### src/hdl/strap_capture_defines.svh
// Purpose: offsets, field positions, reset values and counts for the strap/halt block
// Assumes: 32-bit classic wishbone register port, word aligned
// Notes:   included by the package and design files by bare name
`ifndef STRAP_CAPTURE_DEFINES_SVH
`define STRAP_CAPTURE_DEFINES_SVH

// register byte offsets
`define REG_STRAP_OFS      8'h00
`define REG_HALT_CTRL_OFS  8'h04
`define REG_HALT_STAT_OFS  8'h08
`define REG_ID_OFS         8'h0C

// captured option field positions in the strap word
`define FLD_TRISTATE       0
`define FLD_BIST           1
`define FLD_QUEUE_DEPTH    2
`define FLD_MC_OBS_OFF     3
`define FLD_BUS_REINIT_N_OBS_OFF  4
`define FLD_CLUSTER_LO     5
`define FLD_CLUSTER_HI     6
`define FLD_PARK_OFF       7
`define FLD_SMT_OFF        8
`define FLD_ARB_ID         9
`define STRAP_W            10

// halt control bits
`define CTL_HALT_REQ       0
`define CTL_SMM_RET_HALT   1
`define CTL_SMM_RETURN     2

// reset values
`define STRAP_RST          10'h000
`define QUEUE_DEPTH_FULL   4'h8
`define QUEUE_DEPTH_ONE    4'h1
`define ID_VALUE           32'h0000_5A01

`endif

### src/hdl/strap_capture_pkg.sv
// Purpose: shared types for the strap capture and halt power-down block
// Assumes: constants come from strap_capture_defines.svh
// Notes:   types only
`include "strap_capture_defines.svh"
package strap_capture_pkg;

    typedef enum logic [1:0] {
        ST_NORMAL,
        ST_HALT,
        ST_HALT_STOPCLK
    } pwr_state_t;

    typedef struct packed {
        logic       smt_off;
        logic       park_off;
        logic [1:0] cluster_id;
        logic       bus_reinit_n_obs_off;
        logic       mc_obs_off;
        logic       queue_depth;
        logic       bist;
        logic       tristate;
        logic       arb_id;
    } strap_t;

    typedef struct packed {
        logic        cyc;
        logic        stb;
        logic        we;
        logic [3:0]  sel;
        logic [7:0]  adr;
        logic [31:0] dat;
    } wb_req_t;

endpackage

### src/hdl/strap_latch.sv
// Purpose: capture-once register for one option group at reset release
// Assumes: arm_i is high for exactly one cycle after reset release
// Notes:   async reset loads a constant; pins captured by the clock only
`timescale 1ns/1ps
module strap_latch
#(
    parameter int W = 1
)
(
    input  wire logic         clk_i,
    input  wire logic         rst_b_i,
    input  wire logic         ce_i,
    input  wire logic         arm_i,
    input  wire logic [W-1:0] pin_i,
    output logic      [W-1:0] q_o
);

    // load only on the armed cycle, then hold until the next reset
    always_ff @(posedge clk_i or negedge rst_b_i)
    begin
        if (!rst_b_i)
            q_o <= '0;
        else if (ce_i && arm_i)
            q_o <= pin_i;
    end

endmodule

### src/hdl/strap_capture_and_halt_powerdown_state.sv
// Purpose: power-on option capture and halt power-down state control
// Assumes: straps stable around reset release; wishbone classic slave
// Notes:   one reset path for power-up and in-operation resets
`timescale 1ns/1ps
`include "strap_capture_defines.svh"
module strap_capture_and_halt_powerdown_state
    import strap_capture_pkg::*;
#(
    parameter int QDEPTH_W = 4
)
(
    input  wire logic                clk_i,
    input  wire logic                rst_b_i,
    input  wire logic                ce_i,
    // wishbone classic slave
    input  wire logic                wb_cyc_i,
    input  wire logic                wb_stb_i,
    input  wire logic                wb_we_i,
    input  wire logic [3:0]          wb_sel_i,
    input  wire logic [7:0]          wb_adr_i,
    input  wire logic [31:0]         wb_dat_i,
    output logic      [31:0]         wb_dat_o,
    output logic                     wb_ack_o,
    output logic                     wb_err_o,
    // strap pins, active low, sampled at reset release
    input  wire logic                sys_mgmt_irq_n_i,
    input  wire logic                soft_init_n_i,
    input  wire logic                strap_queue_depth_n_i,
    input  wire logic                strap_mc_obs_off_n_i,
    input  wire logic                strap_bus_reinit_n_obs_off_n_i,
    input  wire logic [1:0]          strap_cluster_n_i,
    input  wire logic                strap_park_off_n_i,
    input  wire logic                strap_smt_off_n_i,
    input  wire logic                bus_request0_n_i,
    // run-time events
    input  wire logic                bus_reinit_n_i,
    input  wire logic [1:0]          local_irq_lines_i,
    input  wire logic                clock_stop_req_n_i,
    input  wire logic                halt_exec_i,
    input  wire logic                snoop_req_i,
    input  wire logic                irq_msg_i,
    // captured options, queue depth, power state and acknowledges to the core
    output strap_t                   options_o,
    output logic      [QDEPTH_W-1:0] in_order_queue_depth_o,
    output logic                     halted_o,
    output logic                     stop_clk_o,
    output logic                     init_busy_o,
    output logic                     wake_o,
    output logic                     snoop_ack_o,
    output logic                     irq_taken_o
);

    // capture arm: first enabled cycle after reset release
    logic       armed;
    logic       arm;
    strap_t     cap;
    logic [9:0] cap_bits;

    // strap pins are active low: asserted (low) selects the option
    wire logic [9:0] strap_pins = {
        ~strap_smt_off_n_i,
        ~strap_park_off_n_i,
        ~strap_cluster_n_i,
        ~strap_bus_reinit_n_obs_off_n_i,
        ~strap_mc_obs_off_n_i,
        ~strap_queue_depth_n_i,
        ~soft_init_n_i,
        ~sys_mgmt_irq_n_i,
        ~bus_request0_n_i
    };

    assign arm = ce_i && !armed;

    // the only path back to unarmed is reset, so every reset is identical
    always_ff @(posedge clk_i or negedge rst_b_i)
    begin
        if (!rst_b_i)
            armed <= 1'b0;
        else if (ce_i)
            armed <= 1'b1;
    end

    // one shared capture register; kept as its own module for reuse
    strap_latch #(.W(10)) u_latch
    (
        .clk_i   (clk_i),
        .rst_b_i (rst_b_i),
        .ce_i    (ce_i),
        .arm_i   (arm),
        .pin_i   (strap_pins),
        .q_o     (cap_bits)
    );

    assign cap = strap_t'(cap_bits);
    assign options_o = cap;

    // queue depth limited to one when the pipelining strap was asserted
    wire logic [QDEPTH_W-1:0] next_depth = cap.queue_depth ?
        QDEPTH_W'(`QUEUE_DEPTH_ONE) : QDEPTH_W'(`QUEUE_DEPTH_FULL);

    always_ff @(posedge clk_i or negedge rst_b_i)
    begin
        if (!rst_b_i)
            in_order_queue_depth_o <= QDEPTH_W'(`QUEUE_DEPTH_FULL);
        else if (ce_i)
            in_order_queue_depth_o <= next_depth;
    end

    // cluster id is a straight field of the capture word, 0 to 3
    wire logic [1:0] cluster_id = cap.cluster_id;

    // init busy for the cycle of capture: reset starts init at once
    assign init_busy_o = !armed;

    // power state machine
    pwr_state_t state;
    pwr_state_t next_state;
    logic       smm_ret_halt;
    logic       smm_return;
    logic       halt_req_sw;

    // wake events; snoops and interrupt messages do not leave halt
    wire logic wake_evt = !sys_mgmt_irq_n_i || !bus_reinit_n_i
                        || !soft_init_n_i || (|local_irq_lines_i);
    wire logic halt_cmd = halt_exec_i || halt_req_sw;
    wire logic stop_req = !clock_stop_req_n_i;

    always_comb
    begin
        next_state = state;
        case (state)
            ST_NORMAL:
                if (smm_return && smm_ret_halt)
                    next_state = ST_HALT;
                else if (halt_cmd && !wake_evt)
                    next_state = ST_HALT;
            ST_HALT:
                if (wake_evt)
                    next_state = ST_NORMAL;
                else if (stop_req)
                    next_state = ST_HALT_STOPCLK;
            ST_HALT_STOPCLK:
                if (!stop_req)
                    next_state = ST_HALT;
            default:
                next_state = ST_NORMAL;
        endcase
    end

    // async reset abandons any state immediately
    always_ff @(posedge clk_i or negedge rst_b_i)
    begin
        if (!rst_b_i)
            state <= ST_NORMAL;
        else if (ce_i)
            state <= next_state;
    end

    assign halted_o   = (state != ST_NORMAL);
    assign stop_clk_o = (state == ST_HALT_STOPCLK);
    assign wake_o     = (state == ST_HALT) && wake_evt;

    // snoops and interrupt messages are answered in every state
    always_ff @(posedge clk_i or negedge rst_b_i)
    begin
        if (!rst_b_i)
        begin
            snoop_ack_o <= 1'b0;
            irq_taken_o <= 1'b0;
        end
        else if (ce_i)
        begin
            snoop_ack_o <= snoop_req_i;
            irq_taken_o <= irq_msg_i;
        end
    end

    // wishbone decode
    wire logic req      = wb_cyc_i && wb_stb_i && !wb_ack_o && !wb_err_o;
    wire logic hit_strap = (wb_adr_i == `REG_STRAP_OFS);
    wire logic hit_ctrl  = (wb_adr_i == `REG_HALT_CTRL_OFS);
    wire logic hit_stat  = (wb_adr_i == `REG_HALT_STAT_OFS);
    wire logic hit_id    = (wb_adr_i == `REG_ID_OFS);
    wire logic hit_any   = hit_strap || hit_ctrl || hit_stat || hit_id;
    wire logic ctrl_wr   = req && hit_any && hit_ctrl && wb_we_i && wb_sel_i[0];

    // strap word is read only: software cannot alter captured options
    wire logic [31:0] strap_word = {22'h00_0000, cap.arb_id, cap.smt_off, cap.park_off,
                                    cluster_id, cap.bus_reinit_n_obs_off, cap.mc_obs_off,
                                    cap.queue_depth, cap.bist, cap.tristate};
    wire logic [31:0] ctrl_word = {29'h0000_0000, 1'b0, smm_ret_halt, 1'b0};
    wire logic [31:0] stat_word = {28'h000_0000, in_order_queue_depth_o[0], stop_clk_o,
                                   halted_o, armed};
    wire logic [31:0] rd_mux = hit_strap ? strap_word :
                               hit_ctrl  ? ctrl_word  :
                               hit_stat  ? stat_word  :
                               hit_id    ? `ID_VALUE  : 32'h0000_0000;

    // halt request and smm return are self-clearing pulses
    always_ff @(posedge clk_i or negedge rst_b_i)
    begin
        if (!rst_b_i)
        begin
            halt_req_sw  <= 1'b0;
            smm_return   <= 1'b0;
            smm_ret_halt <= 1'b0;
        end
        else if (ce_i)
        begin
            halt_req_sw <= ctrl_wr && wb_dat_i[`CTL_HALT_REQ];
            smm_return  <= ctrl_wr && wb_dat_i[`CTL_SMM_RETURN];
            if (ctrl_wr)
                smm_ret_halt <= wb_dat_i[`CTL_SMM_RET_HALT];
        end
    end

    // one-cycle answer; err for unmapped addresses
    always_ff @(posedge clk_i or negedge rst_b_i)
    begin
        if (!rst_b_i)
        begin
            wb_ack_o <= 1'b0;
            wb_err_o <= 1'b0;
            wb_dat_o <= 32'h0000_0000;
        end
        else if (ce_i)
        begin
            wb_ack_o <= req && hit_any;
            wb_err_o <= req && !hit_any;
            wb_dat_o <= rd_mux;
        end
    end

endmodule

### config.mk
export PLATFORM = sky130hd
export DESIGN_NAME = strap_capture_and_halt_powerdown_state
export DESIGN_NICKNAME = d
export VERILOG_FILES = /design/src/hdl/strap_capture_pkg.sv /design/src/hdl/strap_latch.sv /design/src/hdl/strap_capture_and_halt_powerdown_state.sv
export VERILOG_INCLUDE_DIRS = /design/src /design/src/hdl
export SDC_FILE = /design/constraint.sdc
export NUM_CORES = 1
export LEC_CHECK = 0
export ABC_CLOCK_PERIOD_IN_PS = 2200
export BUFFER_PORTS_ARGS = -buffer_cell sky130_fd_sc_hd__buf_2
export CORE_AREA = 2 2 67 69
export CTS_CLUSTER_SIZE = 8
export DETAILED_ROUTE_END_ITERATION = 16
export DIE_AREA = 0 0 69 71
export PLACE_DENSITY = 0.82
export SYNTH_ARGS = -nofsm -noshare
export SYNTH_HDL_FRONTEND = slang
export SYNTH_SLANG_ARGS = --single-unit
### constraint.sdc
create_clock -name clk_i -period 2.2 [get_ports clk_i]
set_clock_uncertainty 0.2 [all_clocks]
set_input_delay 0.11 -clock clk_i [delete_from_list [all_inputs] [get_ports clk_i]]
set_output_delay 0.11 -clock clk_i [all_outputs]
set_load 0.01 [all_outputs]
# Word level (Yosys, flattened, before mapping)
# Cells that the tools add are included.
[totals]
register_bits = 56
latchBits = 0
ram_bits = 0
romBits = 0
inputBits = 67
out_inout_bits = 54
wordCells = 76
n_memories = 0
[classes]
n_addsub = 0
n_mul = 0
n_div = 0
order_cmp = 0
n_eq_ne = 8
n_shift = 0
mux = 11
bitwise_logic = 9
reduce_logical = 36
[ops]
columns = ["op", "count"]
rows = [
  ["15-bit 2-to-1 mux", 4],
  ["8-bit by 4-bit equality test with 1-bit output, second input constant", 2],
  ["1-bit logical AND", 15],
  ["2-bit 2-to-1 mux", 5],
  ["8-bit by 3-bit equality test with 1-bit output, second input constant", 1],
  ["1-bit logical NOT", 8],
  ["8-bit logical NOT", 1],
  ["1-bit NOT", 8],
  ["1-bit logical OR", 7],
  ["3-bit != test, second input constant", 2],
  ["2-bit one-hot mux with 3 select lines", 1],
  ["4-bit 2-to-1 mux", 1],
  ["4-bit AND reduction", 1],
  ["2-bit by 1-bit equality test with 1-bit output, second input constant", 1],
  ["2-bit equality test, second input constant", 1],
  ["2-bit logical NOT", 1],
  ["2-bit != test, second input constant", 1],
  ["2-bit NOT", 1],
  ["2-bit AND reduction", 1],
  ["2-bit nonzero test", 1],
  ["2-bit OR reduction", 1],
]

# Depth between registers and ports, before layout
[logic_depth]
word_depth = 9
ltp_mapped = 5
mapped_depth_nobuf = 4

# Modules after synthesis
# A second synthesis with hierarchy kept.
[unflattened]
cells_unflattened = 160
hier_area_um2 = 1709.1
[modules_own_cells]
columns = ["module", "instances", "cells_each", "area_per_inst_um2", "seq_area_each_um2"]
rows = [
  ["strap_capture_and_halt_powerdown_state", 1, 139, 1335.0, 576.8],
  ["strap_latch", 1, 21, 374.1, 250.2],
]

# Worst setup path after synthesis
# OpenSTA, ideal clock, no wires.
[synth_path]
path_kind = "reg2reg"
start = "reg wb_err_o"
end = "reg smm_ret_halt"
setup_time_ns = 0.128
arrival_time_ns = 1.265
t_required_ns = 1.872
setup_slack_ns = 0.608
stages_incl_launch_ff = 5
n_path_buf = 0
synth_period_minus_slack_ns = 1.592
cell_sequence = "dfrtp_1 and4bb_2 nand2_1 nor3_4 mux2_1"
[synth_via]
elab_chain_len = 7
[synth_rtl]
columns = ["item", "line", "rtl"]
rows = [
  ["from (decl)", "strap_capture_and_halt_powerdown_state.sv:24", "output logic wb_err_o,"],
  ["from (signal assigned)", "strap_capture_and_halt_powerdown_state.sv:229", "wb_err_o <= req && !hit_any;"],
  ["1-bit logical NOT", "strap_capture_and_halt_powerdown_state.sv:179", "wire logic req = wb_cyc_i && wb_stb_i && !wb_ack_o && !wb_err_o;"],
  ["1-bit logical AND", "strap_capture_and_halt_powerdown_state.sv:179", ""],
  ["1-bit logical AND (4 in a row)", "strap_capture_and_halt_powerdown_state.sv:185", "wire logic ctrl_wr = req && hit_any && hit_ctrl && wb_we_i && wb_sel_i[0];"],
  ["2-bit AND reduction (no source line)", "-", ""],
  ["to (signal assigned)", "strap_capture_and_halt_powerdown_state.sv:213", "smm_ret_halt <= wb_dat_i[`CTL_SMM_RET_HALT];"],
  ["to (decl)", "strap_capture_and_halt_powerdown_state.sv:118", "logic smm_ret_halt;"],
]
# Every way passes these cells.
# A chain may end at the register's enable or synchronous reset.

# Final worst setup path
[layout_path]
start = "in sys_mgmt_irq_n_i"
end = "reg state[1]"
[layout_via]
elab_chain_len = 8
elab_cells_between_ends = 11
cone_classes = "eq/ne: 2; mux: 2; reduce/logical: 7"
[layout_rtl]
columns = ["item", "line", "rtl"]
rows = [
  ["from (decl)", "strap_capture_and_halt_powerdown_state.sv:26", "input wire logic sys_mgmt_irq_n_i,"],
  ["1-bit logical NOT *", "strap_capture_and_halt_powerdown_state.sv:123", "wire logic wake_evt = !sys_mgmt_irq_n_i || !bus_reinit_n_i"],
  ["1-bit logical OR *", "strap_capture_and_halt_powerdown_state.sv:123", ""],
  ["1-bit logical OR * (2 in a row)", "strap_capture_and_halt_powerdown_state.sv:124", "|| !soft_init_n_i || (|local_irq_lines_i);"],
  ["1-bit logical NOT", "strap_capture_and_halt_powerdown_state.sv:135", "else if (halt_cmd && !wake_evt)"],
  ["1-bit logical AND", "strap_capture_and_halt_powerdown_state.sv:135", ""],
  ["3-bit != test (no source line)", "-", ""],
  ["4-bit AND reduction (no source line)", "-", ""],
  ["to (signal assigned)", "strap_capture_and_halt_powerdown_state.sv:156", "state <= next_state;"],
  ["to (decl)", "strap_capture_and_halt_powerdown_state.sv:116", "pwr_state_t state;"],
]
# Every way passes the cells marked *; elsewhere a longest branch is shown, timed or not.

==> impl_metrics.prom <==
# TYPE chip_impl_metric gauge
chip_impl_metric{name="grt_pass1_wl",unit="um"} 6127
chip_impl_metric{name="residual_overflow_from_global_routing",unit=""} 0
chip_impl_metric{name="antenna_violating_nets_post_route",unit=""} 0
chip_impl_info{name="critPathLaunchType",value="primary input"} 1
chip_impl_info{name="synthMostInstantiatedCell",value="sky130_fd_sc_hd__dfrtp_1"} 1
chip_impl_metric{name="crit_arrival",unit="ns"} 2.01
chip_impl_metric{name="cts.reportedPaths.clkPinSlew",unit="ns"} 0.06
chip_impl_metric{name="ys_seq_elements",unit=""} 33
chip_impl_metric{name="power_frac_seq",unit="%"} 48.9
chip_impl_metric{name="vias_per_cell",unit=""} 4.778
chip_impl_metric{name="final_max_slew_viol_count",unit=""} 0
chip_impl_metric{name="grt_max_degree",unit=""} 34
chip_impl_metric{name="reg2regPathDepth",unit=""} 4
chip_impl_metric{name="postRouteWirelength",unit="um"} 3909
chip_impl_metric{name="synth_cell_type_count",unit=""} 36
chip_impl_metric{name="number_of_core_rows",unit=""} 24
chip_impl_metric{name="floorplan.die_area",unit="um^2"} 4899
chip_impl_metric{name="regToRegSetupSlack",unit="ns"} 0.48
chip_impl_info{name="synth_top_cell_by_area",value="sky130_fd_sc_hd__dfrtp_1"} 1
chip_impl_metric{name="synth_enable_flop_cells",unit=""} 0
chip_impl_info{name="critPathCapture",value="state[1]"} 1
chip_impl_metric{name="synthesis.area_per_instance",unit="um^2"} 10.24
chip_impl_metric{name="yosysTopAreaCellShare",unit="%"} 48.89
chip_impl_metric{name="nets",unit=""} 312
chip_impl_metric{name="p_per_area",unit="nW/um^2"} 594.3
chip_impl_metric{name="crit_fanout",unit=""} 3
chip_impl_metric{name="clkPwrFrac",unit="%"} 34.2
chip_impl_metric{name="number_of_buffers_created_by_cts",unit=""} 5
chip_impl_info{name="timing.rr.end",value="state[1]"} 1
chip_impl_metric{name="clock_latency_of_the_later_clocked_register_in_the_worst_skew_pair",unit="ns"} 0.28
chip_impl_metric{name="vdd_drop_max",unit="mV"} 0.4155
chip_impl_metric{name="share_of_total_power_in_combinational_logic",unit="%"} 16.9
chip_impl_metric{name="synth_async_sr_flop_share",unit="%"} 100.0
chip_impl_info{name="timing.rr.start",value="state[1]"} 1
chip_impl_metric{name="die_width",unit="um"} 69
chip_impl_info{name="run_status",value="complete, no violations"} 1
chip_impl_metric{name="power_leakage",unit="uW"} 0.001178
chip_impl_info{name="worst_hold_path_type",value="primary input to flop"} 1
chip_impl_metric{name="antennaDiodeCount",unit=""} 0
chip_impl_metric{name="dp_hpwl",unit="um"} 2690
chip_impl_metric{name="design_power_total",unit="uW"} 1315
chip_impl_metric{name="fmaxAchievable",unit="MHz"} 503.2
chip_impl_metric{name="htree_num_levels",unit=""} 2
chip_impl_info{name="netlist_top_cells_area",value="sky130_fd_sc_hd__dfrtp_1 49%, sky130_fd_sc_hd__buf_4 11%, sky130_fd_sc_hd__nand2_1 6.4%"} 1
chip_impl_metric{name="clk_path_buf_depth",unit=""} 2
chip_impl_metric{name="vias",unit=""} 1419
chip_impl_metric{name="netlist_instances",unit=""} 160
chip_impl_metric{name="tightestPinTransition",unit="ns"} 0.7196
chip_impl_info{name="cpMostUsedCell",value="sky130_fd_sc_hd__dlygate4sd3_1"} 1
chip_impl_info{name="cts_tree",value="built"} 1
chip_impl_metric{name="synth.yosys.warnings",unit=""} 0
chip_impl_metric{name="yosysSeqAreaShare",unit="%"} 50.50
chip_impl_metric{name="p_switching",unit="uW"} 341.9
chip_impl_metric{name="initial_utilization",unit="%"} 38.96
chip_impl_metric{name="synth_area",unit="um^2"} 1638
chip_impl_info{name="cp_slowest_cell",value="sky130_fd_sc_hd__dlygate4sd3_1"} 1
chip_impl_metric{name="crit_path_max_incr_delay",unit="ns"} 0.57
chip_impl_metric{name="finalSetupViolations",unit=""} 0
chip_impl_metric{name="setup_tns",unit="ns"} 0
chip_impl_metric{name="drc_violations_left",unit=""} 0
chip_impl_metric{name="antenna_found_initial",unit=""} 0
chip_impl_metric{name="internal_power",unit="uW"} 972.7
chip_impl_metric{name="timing.slew.headroom",unit="%"} 52.02
chip_impl_metric{name="fp.coreArea",unit="um^2"} 4204
chip_impl_metric{name="grt_pass1_vias",unit=""} 1300
chip_impl_metric{name="routedWlPerCell",unit="um"} 13.16
chip_impl_metric{name="timing.final.crit_period",unit="ns"} 1.987
chip_impl_metric{name="fill_cells",unit=""} 394
chip_impl_metric{name="layout_worst_path_cycle_share",unit="%"} 90.33
chip_impl_metric{name="max-cap-violations",unit=""} 0
chip_impl_metric{name="synthToLayoutAreaGrowth",unit="%"} 35.06
chip_impl_metric{name="routabilityCongestion",unit=""} 0.8180
chip_impl_info{name="crit_path_end_kind",value="flop"} 1
chip_impl_metric{name="report.final.hold_viol_count",unit=""} 0
chip_impl_info{name="critPathLaunch",value="sys_mgmt_irq_n_i"} 1
chip_impl_metric{name="drt_pass1_iterations",unit=""} 4
chip_impl_info{name="root_buffer",value="sky130_fd_sc_hd__clkbuf_8"} 1
chip_impl_metric{name="die_height",unit="um"} 71
chip_impl_info{name="setup.worst_path.class",value="primary input to flop"} 1
chip_impl_info{name="ys_dominant_reg_cell",value="sky130_fd_sc_hd__dfrtp_1"} 1
chip_impl_info{name="synth.cells.most_frequent",value="32 x sky130_fd_sc_hd__dfrtp_1, 28 x sky130_fd_sc_hd__nand2_1, 24 x sky130_fd_sc_hd__buf_4, 13 x sky130_fd_sc_hd__o21ai_0"} 1
chip_impl_metric{name="critPathRequiredTime",unit="ns"} 2.22
chip_impl_metric{name="swShare",unit="%"} 26.01
chip_impl_metric{name="port_buffers",unit=""} 67
chip_impl_metric{name="io_pins",unit=""} 121
chip_impl_metric{name="detail_route.iter0.violations",unit=""} 62
chip_impl_info{name="crit_path_cell_trace",value="dlygate4sd3_1, buf_2, nand3_1, nor3_1, nand2_1, o31ai_1, dlygate4sd3_1"} 1
chip_impl_metric{name="layout-drive-gt1-share",unit="%"} 34.69
chip_impl_info{name="grt_setup_unrepaired",value="false"} 1
chip_impl_metric{name="numClockSinks",unit=""} 33
chip_impl_metric{name="grt_util_all_layers",unit="%"} 16.20
## stage by stage
| step | hold slack (ns) | setup WS [ns] | instance area [um^2] | cells | utilization, % |
|---|---|---|---|---|---|
| final | 0.02722 | 0.2127 | 2212 | 297 | 52.62 |
| after global routing | 0.04081 | 0.08800 | 2212 | 297 | 52.62 |
| after CTS | 0.01945 | 0.2769 | 2212 | 297 | 52.62 |
| after detailed placement | 0.008326 | 0.5459 | 1916 | 269 | 45.57 |
| after global placement | 0.01001 | 0.5712 | 1916 | 269 | 45.57 |
| after floorplan | -0.3856 | 0.6078 | 1713 | 180 | - |
## worst max-delay path, delay by kind of cell
| family | cells | cell delay [ns] |
|---|---|---|
| compound gates | 1 | 0.21 |
| buf+inv | 3 | 1.22 |
| simple gates | 3 | 0.48 |
## sequential cells by signal (all words and copies together) (netlist names)
register and count:
armed 1, state 2, irq_taken_o 1, wb_err_o 1, smm_ret_halt 1, u_latch.q_o 10
in_order_queue_depth_o 2, snoop_ack_o 1, smm_return 1, wb_ack_o 1, halt_req_sw 1, wb_dat_o 11
## power by group through the flow
| stage | Sequential [uW] | Clock, uW | Combinational [uW] |
|---|---|---|---|
| floorplan | 653 | 0 | 132 |
| global placement | 652 | 0 | 187 |
| detailed placement | 654 | 0 | 190 |
| CTS | 643 | 466 | 218 |
| global route | 645 | 499 | 243 |
| finish | 643 | 450 | 222 |
## cell type report
class                           instances  area [um^2]  area share (%)
Sequential cell                        33        827.0           37.39
Clock buffer                            7        86.33           3.903
Multi-Input combinational cell        111        658.1           29.75
Inverter                                4        15.01          0.6787
Tap cell                               52        65.06           2.941
Timing Repair Buffer                   90        560.5           25.34
## logic make-up (layout without fill, tap and decap cells)
group	after synthesis	after routing	synth area share [%]
AO/OA/AOI/OAI	36	36	15.28
AND/OR/NAND/NOR	46	46	14.74
multiplexers	8	8	5.347
buffers and inverters	36	101	13.90
flip-flops	33	33	50.50
other	1	21	0.2290
## worst min path at each step
stage | from | to | slack, ns | cells past startpoint
after detailed placement | rst_b_i | halt_req_sw | 0.008 | 1
after global placement | rst_b_i | state[1] | 0.01 | 1
after floorplan | rst_b_i | armed | -0.39 | 0
after global routing | wb_adr_i[6] | wb_dat_o[3] | 0.04 | 4
after CTS | wb_adr_i[6] | wb_dat_o[3] | 0.02 | 4
final | wb_adr_i[6] | wb_dat_o[3] | 0.03 | 4
## what timing repair did
action,4_1_cts,5_1_grt
setup buffers,0,0
hold buffers,21,0
setup endpoints to repair,0,0
hold endpoints to repair,54,0
resized for setup,0,0
## layer usage
metal | vias up | global-route usage (%) | share of wire [%]
met5 | - | 0 | 0
li1 | 680 | - | -
met1 | 665 | 19.10 | 41
met4 | 0 | 5.882 | 1.5
met3 | 5 | 5.413 | 7.8
met2 | 69 | 27.67 | 50
## placed cells by master (no fill, tap or decap), types with 2 or more instances in the layout
cell	instances
sky130_fd_sc_hd__a211oi_1	2
sky130_fd_sc_hd__a21o_1	2
sky130_fd_sc_hd__a21oi_1	2
sky130_fd_sc_hd__a22o_1	2
sky130_fd_sc_hd__buf_2	67
sky130_fd_sc_hd__buf_4	2
sky130_fd_sc_hd__clkbuf_8	6
sky130_fd_sc_hd__conb_1	21
sky130_fd_sc_hd__dfrtp_1	32
sky130_fd_sc_hd__dlygate4sd3_1	21
sky130_fd_sc_hd__inv_1	4
sky130_fd_sc_hd__mux2_2	5
sky130_fd_sc_hd__mux2i_1	2
sky130_fd_sc_hd__nand2_1	28
sky130_fd_sc_hd__nand3_1	2
sky130_fd_sc_hd__nor2_1	6
sky130_fd_sc_hd__nor3_1	3
sky130_fd_sc_hd__o21ai_0	13
sky130_fd_sc_hd__o2bb2ai_1	6
sky130_fd_sc_hd__o41ai_1	2
Note: power is estimated with default switching activity, not from simulation.
